==> src/include/dsp_map.svh <==
`ifndef DSP_MAP_SVH
`define DSP_MAP_SVH

// ==========================================================================
// Register addresses on the special-function port.
`define DSP_ADDR_POWER 8'h87
`define DSP_ADDR_P0_CTRL 8'h98
`define DSP_ADDR_P1_DATA 8'h9a
`define DSP_ADDR_P1_EXT 8'hc4
`define DSP_ADDR_P1_CTRL 8'hf8

// ==========================================================================
// Field positions, shared by the control registers of both ports.
`define DSP_BIT_MODE_HI 7
`define DSP_BIT_MODE_LO 6
`define DSP_BIT_FILTER 5
`define DSP_BIT_RX_EN 4
`define DSP_BIT_TX9 3
`define DSP_BIT_RX9 2
`define DSP_BIT_TX_DONE 1
`define DSP_BIT_RX_DONE 0
`define DSP_BIT_DOUBLER 7
`define DSP_BIT_VIEW 6

// ==========================================================================
// Reset values, baud divisors and receive buffer size.
`define DSP_RST_BYTE 8'h00
`define DSP_DIV_M0_SLOW 7'h0c
`define DSP_DIV_M0_FAST 7'h02
`define DSP_DIV_M2_SLOW 7'h40
`define DSP_DIV_M2_FAST 7'h20
`define DSP_DIV_TIMER 7'h10
`define DSP_FIFO_DEPTH 16
`define DSP_FIFO_WIDTH 8

`endif

==> src/include/dsp_pkg.sv <==
package dsp_pkg;

    // Port operating modes, encoded as the two mode-select bits.
    typedef enum logic [1:0] {
        DSP_MODE_SYNC8 = 2'b00,
        DSP_MODE_ASYNC10 = 2'b01,
        DSP_MODE_ASYNC11 = 2'b10,
        DSP_MODE_ASYNC11T = 2'b11
    } dsp_mode_t;

    // Receive sequencer, Gray coded along idle, sync receive, async listen.
    typedef enum logic [1:0] {
        DSP_ST_IDLE = 2'b00,
        DSP_ST_SYNC_RX = 2'b01,
        DSP_ST_ASYNC_RX = 2'b11
    } dsp_state_t;

endpackage

==> src/design/dsp_ctrl.sv <==
// Operation
// - Filter enable meaning depends on mode; mode 0 uses it to pick the fast or slow divisor.
// - Mode 1 with filter: accept only stop bit 1 and address match.
// - Modes 2,3 with filter: accept only ninth bit 1 and address match.
// - Receive enable 0 disables reception; 1 enables in modes 1 to 3.
// - Mode 0 reception starts only with receive enable 1 and done 0.
// - Ninth transmit bit sent in modes 2,3; ignored in modes 0,1.
// - Ninth received bit captures ninth bit or stop bit; unused mode 0.
// - Transmit-done flag set by hardware when a frame is sent.
// - Set transmit-done requests interrupt when enabled; software clears.
// - Receive-done flag set after eighth bit or at stop bit.
// - With filter on, done flag and ninth bit update only if accepted.
// - Set receive-done requests interrupt when enabled; software clears.
// - Port 0 doubler doubles mode 2, or modes 1,3 on timer 1.
// - Port 0 view select routes control bit 7 to mode or error.
// - Power register: doubler bit 7, view bit 6, bit 5 unimplemented.
// - Mode bits encode frames; port 1 modes 1,3 divide timer by 16.
// - Port 1 view select routes control bit 7 to mode or error.
// - Mode 0 is half duplex with device-driven shift clock.

`include "dsp_map.svh"

// ==========================================================================
// Receive data buffer.
module dsp_fifo #(
    parameter int WIDTH = 8,
    parameter int DEPTH = 16
) (
    input wire logic ref_clk,
    input wire logic rst_n,
    input wire logic in_valid,
    output logic in_ready,
    input wire logic [WIDTH-1:0] in_data,
    output logic out_valid,
    input wire logic out_ready,
    output logic [WIDTH-1:0] out_data
);
    localparam int AW = $clog2(DEPTH);
    localparam int CW = $clog2(DEPTH + 1);
    localparam logic [CW-1:0] FULL_C = CW'(DEPTH);

    typedef struct packed {
        logic [DEPTH-1:0][WIDTH-1:0] mem;
        logic [AW-1:0] wr;
        logic [AW-1:0] rd;
        logic [CW-1:0] cnt;
        logic room;
        logic nonempty;
    } dsp_fifo_state_t;

    dsp_fifo_state_t s_q;
    dsp_fifo_state_t s_d;
    logic push;
    logic pop;

    assign push = in_valid && s_q.room;
    assign pop = out_ready && s_q.nonempty;
    assign in_ready = s_q.room;
    assign out_valid = s_q.nonempty;
    assign out_data = s_q.mem[s_q.rd];

    always_comb begin
        s_d = s_q;
        if (push) begin
            s_d.mem[s_q.wr] = in_data;
            s_d.wr = AW'(s_q.wr + 1'b1);
        end
        if (pop) begin
            s_d.rd = AW'(s_q.rd + 1'b1);
        end
        if (push && !pop) begin
            s_d.cnt = CW'(s_q.cnt + 1'b1);
        end else if (pop && !push) begin
            s_d.cnt = CW'(s_q.cnt - 1'b1);
        end
        // Flags are registered so the ready seen by the source is a flop.
        s_d.room = (s_d.cnt != FULL_C);
        s_d.nonempty = (s_d.cnt != '0);
    end

    always_ff @(posedge ref_clk) begin
        if (!rst_n) begin
            s_q <= '0;
        end else begin
            s_q <= s_d;
        end
    end
endmodule

// ==========================================================================
// Serial port control and status.
module dsp_ctrl
    import dsp_pkg::*;
(
    input wire logic ref_clk,
    input wire logic rst_n,
    input wire logic [7:0] reg_addr,
    input wire logic [7:0] reg_wdata,
    input wire logic reg_write,
    input wire logic reg_read,
    output logic [7:0] reg_rdata,
    input wire logic p1_int_en,
    input wire logic p1_rx_frame_done,
    input wire logic [7:0] p1_rx_byte,
    input wire logic p1_rx_ninth,
    input wire logic p1_rx_addr_match,
    input wire logic p1_rx_frame_error,
    input wire logic p1_tx_frame_done,
    input wire logic p0_frame_error,
    input wire logic p0_timer1_source,
    output logic p1_irq,
    output logic p1_rx_enable,
    output logic p1_sync_rx_start,
    output logic p1_ninth_tx_bit,
    output logic p1_tx_pin_is_clock,
    output logic [1:0] p1_mode,
    output logic [6:0] p1_baud_divisor,
    output logic p1_rx_ready,
    output logic p0_rate_double
);
    // ======================================================================
    // State.
    typedef struct packed {
        logic p1_mode_hi;
        logic p1_mode_lo;
        logic p1_multiproc_filter_en;
        logic p1_rx_en;
        logic p1_ninth_tx_bit;
        logic p1_ninth_rx_bit;
        logic p1_tx_done_flag;
        logic p1_rx_done_flag;
        logic p1_framing_error;
        logic p1_baud_doubler;
        logic p1_error_view_select;
        logic p0_baud_doubler;
        logic p0_error_view_select;
        logic p0_mode_hi;
        logic p0_framing_error;
        logic [6:0] p0_low_bits;
        logic [7:0] rdata;
        logic irq;
        logic rx_enable;
        logic sync_start;
        logic tx_ninth;
        logic tx_clk_pin;
        logic [6:0] divisor;
        logic rate_double;
        dsp_state_t state;
    } dsp_ctrl_state_t;

    dsp_ctrl_state_t s_q;
    dsp_ctrl_state_t s_d;
    logic fifo_in_ready;
    logic fifo_out_valid;
    logic [7:0] fifo_out_data;
    logic fifo_pop;
    logic frame_accepted;
    dsp_mode_t mode;

    // ======================================================================
    // Helpers.
    function automatic dsp_mode_t mode_of(input logic hi, input logic lo);
        return dsp_mode_t'({hi, lo});
    endfunction

    // A frame counts only if the filter is off or it carries the marker
    // bit and an address match; mode 0 never filters.
    function automatic logic accept(input dsp_mode_t m, input logic filt,
                                    input logic ninth, input logic hit);
        if (m == DSP_MODE_SYNC8) begin
            return 1'b1;
        end
        return !filt || (ninth && hit);
    endfunction

    function automatic logic wr_hit(input logic [7:0] a, input logic [7:0] addr,
                                    input logic we);
        return we && (a == addr);
    endfunction

    assign mode = mode_of(s_q.p1_mode_hi, s_q.p1_mode_lo);
    assign frame_accepted = p1_rx_frame_done && (s_q.state != DSP_ST_IDLE) &&
        accept(mode, s_q.p1_multiproc_filter_en, p1_rx_ninth, p1_rx_addr_match);
    assign fifo_pop = reg_read && (reg_addr == `DSP_ADDR_P1_DATA) && fifo_out_valid;

    // ======================================================================
    // Received bytes wait here; a full buffer holds off the receiver.
    dsp_fifo #(
        .WIDTH(`DSP_FIFO_WIDTH),
        .DEPTH(`DSP_FIFO_DEPTH)
    ) u_rx_fifo (
        .ref_clk(ref_clk),
        .rst_n(rst_n),
        .in_valid(frame_accepted),
        .in_ready(fifo_in_ready),
        .in_data(p1_rx_byte),
        .out_valid(fifo_out_valid),
        .out_ready(fifo_pop),
        .out_data(fifo_out_data)
    );

    // ======================================================================
    // Next state.
    always_comb begin
        dsp_mode_t nm;
        nm = DSP_MODE_SYNC8;
        s_d = s_q;

        // Register writes.
        if (wr_hit(reg_addr, `DSP_ADDR_P1_CTRL, reg_write)) begin
            if (s_q.p1_error_view_select) begin
                s_d.p1_framing_error = reg_wdata[`DSP_BIT_MODE_HI];
            end else begin
                s_d.p1_mode_hi = reg_wdata[`DSP_BIT_MODE_HI];
            end
            s_d.p1_mode_lo = reg_wdata[`DSP_BIT_MODE_LO];
            s_d.p1_multiproc_filter_en = reg_wdata[`DSP_BIT_FILTER];
            s_d.p1_rx_en = reg_wdata[`DSP_BIT_RX_EN];
            s_d.p1_ninth_tx_bit = reg_wdata[`DSP_BIT_TX9];
            s_d.p1_ninth_rx_bit = reg_wdata[`DSP_BIT_RX9];
            s_d.p1_tx_done_flag = reg_wdata[`DSP_BIT_TX_DONE];
            s_d.p1_rx_done_flag = reg_wdata[`DSP_BIT_RX_DONE];
        end
        if (wr_hit(reg_addr, `DSP_ADDR_P1_EXT, reg_write)) begin
            s_d.p1_baud_doubler = reg_wdata[`DSP_BIT_DOUBLER];
            s_d.p1_error_view_select = reg_wdata[`DSP_BIT_VIEW];
        end
        if (wr_hit(reg_addr, `DSP_ADDR_POWER, reg_write)) begin
            s_d.p0_baud_doubler = reg_wdata[`DSP_BIT_DOUBLER];
            s_d.p0_error_view_select = reg_wdata[`DSP_BIT_VIEW];
        end
        if (wr_hit(reg_addr, `DSP_ADDR_P0_CTRL, reg_write)) begin
            if (s_q.p0_error_view_select) begin
                s_d.p0_framing_error = reg_wdata[`DSP_BIT_MODE_HI];
            end else begin
                s_d.p0_mode_hi = reg_wdata[`DSP_BIT_MODE_HI];
            end
            s_d.p0_low_bits = reg_wdata[6:0];
        end

        // Hardware events come last so a set beats a same-cycle clear.
        if (p1_tx_frame_done) begin
            s_d.p1_tx_done_flag = 1'b1;
        end
        if (frame_accepted) begin
            s_d.p1_rx_done_flag = 1'b1;
            if (mode != DSP_MODE_SYNC8) begin
                s_d.p1_ninth_rx_bit = p1_rx_ninth;
            end
        end
        if (p1_rx_frame_done && p1_rx_frame_error && mode != DSP_MODE_SYNC8) begin
            s_d.p1_framing_error = 1'b1;
        end
        if (p0_frame_error) begin
            s_d.p0_framing_error = 1'b1;
        end

        // Receive sequencer.
        s_d.sync_start = 1'b0;
        case (s_q.state)
            DSP_ST_IDLE: begin
                if (s_q.p1_rx_en && mode == DSP_MODE_SYNC8 && !s_q.p1_rx_done_flag) begin
                    s_d.state = DSP_ST_SYNC_RX;
                    s_d.sync_start = 1'b1;
                end else if (s_q.p1_rx_en && mode != DSP_MODE_SYNC8) begin
                    s_d.state = DSP_ST_ASYNC_RX;
                end
            end
            DSP_ST_SYNC_RX: begin
                if (p1_rx_frame_done || !s_q.p1_rx_en) begin
                    s_d.state = DSP_ST_IDLE;
                end
            end
            DSP_ST_ASYNC_RX: begin
                if (!s_q.p1_rx_en || mode == DSP_MODE_SYNC8) begin
                    s_d.state = DSP_ST_IDLE;
                end
            end
            default: begin
                s_d.state = DSP_ST_IDLE;
            end
        endcase

        // Registered outputs, computed from the settled next state.
        nm = mode_of(s_d.p1_mode_hi, s_d.p1_mode_lo);
        s_d.rx_enable = s_d.p1_rx_en && (nm != DSP_MODE_SYNC8);
        s_d.tx_ninth = nm[1] && s_d.p1_ninth_tx_bit;
        s_d.tx_clk_pin = (nm == DSP_MODE_SYNC8);
        s_d.irq = p1_int_en && (s_d.p1_tx_done_flag || s_d.p1_rx_done_flag);
        case (nm)
            DSP_MODE_SYNC8: begin
                s_d.divisor = s_d.p1_multiproc_filter_en ? `DSP_DIV_M0_FAST
                                                         : `DSP_DIV_M0_SLOW;
            end
            DSP_MODE_ASYNC11: begin
                s_d.divisor = s_d.p1_baud_doubler ? `DSP_DIV_M2_FAST
                                                  : `DSP_DIV_M2_SLOW;
            end
            default: begin
                s_d.divisor = `DSP_DIV_TIMER;
            end
        endcase
        // Port 0 only doubles on the timer 1 source in the timer modes.
        s_d.rate_double = s_d.p0_baud_doubler &&
            ((s_d.p0_mode_hi && !s_d.p0_low_bits[`DSP_BIT_MODE_LO]) ||
             (s_d.p0_low_bits[`DSP_BIT_MODE_LO] && p0_timer1_source));

        // Read data appear in the cycle after the strobe only.
        s_d.rdata = `DSP_RST_BYTE;
        if (reg_read) begin
            case (reg_addr)
                `DSP_ADDR_P1_CTRL: begin
                    s_d.rdata = {s_q.p1_error_view_select ? s_q.p1_framing_error
                                                          : s_q.p1_mode_hi,
                                 s_q.p1_mode_lo, s_q.p1_multiproc_filter_en,
                                 s_q.p1_rx_en, s_q.p1_ninth_tx_bit, s_q.p1_ninth_rx_bit,
                                 s_q.p1_tx_done_flag, s_q.p1_rx_done_flag};
                end
                `DSP_ADDR_P1_EXT: begin
                    s_d.rdata = {s_q.p1_baud_doubler, s_q.p1_error_view_select, 6'h00};
                end
                `DSP_ADDR_POWER: begin
                    s_d.rdata = {s_q.p0_baud_doubler, s_q.p0_error_view_select,
                                 6'h00};
                end
                `DSP_ADDR_P0_CTRL: begin
                    s_d.rdata = {s_q.p0_error_view_select ? s_q.p0_framing_error
                                                          : s_q.p0_mode_hi,
                                 s_q.p0_low_bits};
                end
                `DSP_ADDR_P1_DATA: begin
                    s_d.rdata = fifo_out_valid ? fifo_out_data : `DSP_RST_BYTE;
                end
                default: begin
                    s_d.rdata = `DSP_RST_BYTE;
                end
            endcase
        end
    end

    always_ff @(posedge ref_clk) begin
        if (!rst_n) begin
            s_q <= '0;
        end else begin
            s_q <= s_d;
        end
    end

    // ======================================================================
    // Outputs.
    assign reg_rdata = s_q.rdata;
    assign p1_irq = s_q.irq;
    assign p1_rx_enable = s_q.rx_enable;
    assign p1_sync_rx_start = s_q.sync_start;
    assign p1_ninth_tx_bit = s_q.tx_ninth;
    assign p1_tx_pin_is_clock = s_q.tx_clk_pin;
    assign p1_mode = {s_q.p1_mode_hi, s_q.p1_mode_lo};
    assign p1_baud_divisor = s_q.divisor;
    assign p1_rx_ready = fifo_in_ready;
    assign p0_rate_double = s_q.rate_double;
endmodule

==> config.mk <==
export PLATFORM = sky130hd
export DESIGN_NAME = dsp_ctrl
export DESIGN_NICKNAME = d
export VERILOG_FILES = /design/src/include/dsp_pkg.sv /design/src/design/dsp_ctrl.sv
export VERILOG_INCLUDE_DIRS = /design/src /design/src/include
export SDC_FILE = /design/constraint.sdc
export NUM_CORES = 1
export LEC_CHECK = 0
export ABC_AREA = 1
export BUFFER_PORTS_ARGS = -buffer_cell sky130_fd_sc_hd__buf_2
export CORE_UTILIZATION = 53
export DETAILED_ROUTE_END_ITERATION = 8
export PLACE_DENSITY = 0.81
export SYNTH_ARGS = -nofsm -noshare
export SYNTH_HDL_FRONTEND = slang
export SYNTH_SLANG_ARGS = --single-unit
==> constraint.sdc <==
create_clock -name ref_clk -period 1.6 [get_ports ref_clk]
set_input_delay 0.32 -clock ref_clk [delete_from_list [all_inputs] [get_ports ref_clk]]
set_output_delay 0.32 -clock ref_clk [all_outputs]
set_load 0.1 [all_outputs]
==> results.yml <==
outcome:
  status: "finished with violations"
  violations: "setup timing"
critical_path:
  crit_type: "in2reg"
  path_max_fanout: 8
  startpoint_type: "input pin"
  worstPathArrival_ns: 1.97
  cp-end-kind: "register"
  cp.required_ns: 1.92
sta:
  finalSetupViolCount: 1
  max_freq_mhz: 605
  setup_slack_ns: -0.0517
  fin_crit_ns: 1.65
  hold_violations: 0
  finalCritPeriodShare_pct: 103
  fin_skew_ns: 0.0174
  rsz0062_at_grt: "yes"
  final_max_slew_viol_count: 0
yosys:
  synth_nets: 1244
  synth.distinct_cells: 40
  synth_area_leader_cell: "dfxtp_1"
  ys_top_cells_by_area: "dfxtp_1 43%, a21oi_1 12%, o21ai_0 9.3%"
  ys_warn_count: 0
  netlist_area_um2: 8630
  ys_seq_area_share_pct: 42.9
  ys_ff_latch: 185
  syn_inst: 1201
  yosysTopAreaCellShare_pct: 42.9
  postSynthAreaPerCell_um2: 7.19
route:
  vias: 8661
  first_pass_iters: 6
  wl_met3_um: 1920
  post_drt_wl_per_cell_um: 16.4
  wl_met1_um: 10400
  ant_nets: 0
  totalWireLength_um: 24900
  routed.top_layer: "met4"
  met2_length_um: 11500
  drtIter0Drc: 1101
  viasPerCell: 5.69
  drc: 0
clock_tree:
  clk-insertion-delay-late_ns: 0.45
  ctsHoldBuffers: 0
  htree_levels: 4
  cts_root_buf: "clkbuf_16"
  cts.clk_slew.worst_paths_ns: 0.07
  cts_sinks: 185
  cts_tree: "yes"
  cts_buffers: 17
  clk_path_buf_depth: 2
cells_and_area:
  final_cells: 1521
  final_nets: 1335
  final_common_cell: "a21oi_1"
  diodes: 0
  post-route-util_pct: 65.7
  drive_gt1_share_pct: 21.1
  final_cell_mix: "201 x a21oi_1, 177 x dfxtp_1, 160 x nand2_1, 130 x inv_1, 119 x o21ai_0"
  area.growth.synth_to_final_pct: 21.0
die:
  core_um2: 15900
  rows: 46
  die_w_um: 130
  start_util_pct: 54.3
  die_h_um: 130
  dieArea_um2: 16800
  io-pin-count: 60
placed_design:
  post-dp-hpwl_um: 16000
  post-place-cells: 1478
  dp_slack_ns: -0.165
  place_congestion: 0.900
  port_buffers: 58
grt:
  antenna_found_initial: 0
  grt_pass1_wl_um: 37500
  track_usage_pct: 29.0
  first_global_vias: 7745
  grt_max_degree: 39
  grt-ovfl-total: 0
run:
  maxCapViolations: 0
pwr:
  leakagePower_nw: 4.02
  power_density_nw_per_um2: 894
  ir_worst_vdd_uv: 792
min_path:
  hold_path.class: "in2reg"
## repair_timing
action,4_1_cts,5_1_grt
endpoints found under the setup margin,20,114
buffers inserted,1,10
pin swaps,3,14
gates resized for setup,19,88
## layout make-up
type	count	area, µm²
inverters	141	537
fillers	1312	5440
repair buffers	164	1240
multi-input cells	783	4090
well taps	216	270
flip-flops and latches	185	3720
clock buffers	21	472
clock inverters	11	105
## through the flow
stage	hold slack (ns)	cell area [µm²]	total power, mW	TNS, ns
4_1_cts	0.126	10200	9.29	0
3_3_place_gp	0.427	9520	5.21	-1.77
6_report	0.136	10400	9.33	-0.0517
5_1_grt	0.122	10400	9.58	-2.32
2_1_floorplan	0.420	8640	5.03	0
3_5_place_dp	0.432	9520	5.22	-4.86
## kinds of logic (layout without fill, tap and decap cells)
group / Yosys count / in the layout / share of synthesized area [%]
fa+ha+maj: 7 / 7 / 1.01
compound gates: 391 / 391 / 23.2
simple gates: 381 / 381 / 20.8
other cells: 1 / 1 / 0.0434
buf+inv: 233 / 337 / 11.8
flops: 185 / 185 / 42.9
xor+xnor: 3 / 3 / 0.304
## Yosys cell counts
library cell / number
a211oi_1: 1
a21boi_0: 1
a21oi_1: 206
a221oi_1: 1
a31oi_1: 5
buf_1: 3
buf_2: 24
buf_4: 22
buf_6: 4
clkbuf_1: 39
clkinv_1: 2
conb_1: 1
dfxtp_1: 185
ha_1: 7
inv_1: 133
inv_2: 6
nand2_1: 169
nand2_2: 12
nand2_4: 1
nand3_1: 113
nand3_2: 3
nand3_4: 1
nand3b_1: 2
nand4_1: 5
nor2_1: 47
nor2_2: 3
nor2_4: 8
nor2_8: 2
nor3_1: 8
nor3_2: 1
nor4_1: 3
o2111ai_1: 1
o211ai_1: 9
o21ai_0: 160
o21ai_1: 5
o22ai_1: 2
or2_1: 1
or2_2: 2
xnor2_1: 1
xor2_1: 2
## critical path: stages
cell and delay (ns):
buf_2 0.11, inv_1 0.07, nand2_1 0.08, nor2_2 0.15, nand2_2 0.11, nor2_4 0.21, inv_2 0.13, o21ai_0 0.24
o21ai_0 0.18, o21ai_0 0.28, inv_1 0.10
## power breakdown
part	switching [mW]	internal (mW)
registers	0.0196	4.62
logic	0.362	0.141
clock network	1.89	2.30
total	2.27	7.06
## path summary, 6_finish.rpt
| path | start | endpoint | slack (ns) | cells after the start |
|---|---|---|---|---|
| max reg2reg | s_q[1]$_SDFFE_PN0P_ | u_rx_fifo.s_q[91]$_SDFFE_PN0P_ | 0.01 | 7 |
| min | p1_int_en | p1_irq$_SDFF_PN0_ | 0.14 | 2 |
| max | reg_addr[1] | s_q[36]$_SDFFE_PN0P_ | -0.05 | 11 |
| min reg2reg | u_rx_fifo.s_q[42]$_SDFFE_PN0P_ | u_rx_fifo.s_q[42]$_SDFFE_PN0P_ | 0.44 | 2 |
## metal layers
layer / vias to the layer above / global-route usage [%]
li1: 4161 / -
met1: 3959 / 36.8
met2: 443 / 45.6
met3: 98 / 6.65
met4: 0 / 16.2
met5: - / 0
## state kept, by name (all words and copies together), names as in the netlist
signal / flops
p1_ninth_tx_bit: 1
p1_mode: 1
u_rx_fifo.in_ready: 1
p0_rate_double: 1
u_rx_fifo.s_q: 141
s_q: 22
p1_tx_pin_is_clock: 1
p1_irq: 1
reg_rdata: 8
p1_sync_rx_start: 1
p1_rx_enable: 1
u_rx_fifo.out_valid: 1
p1_baud_divisor: 5
Power figures use the tool's default switching activity.
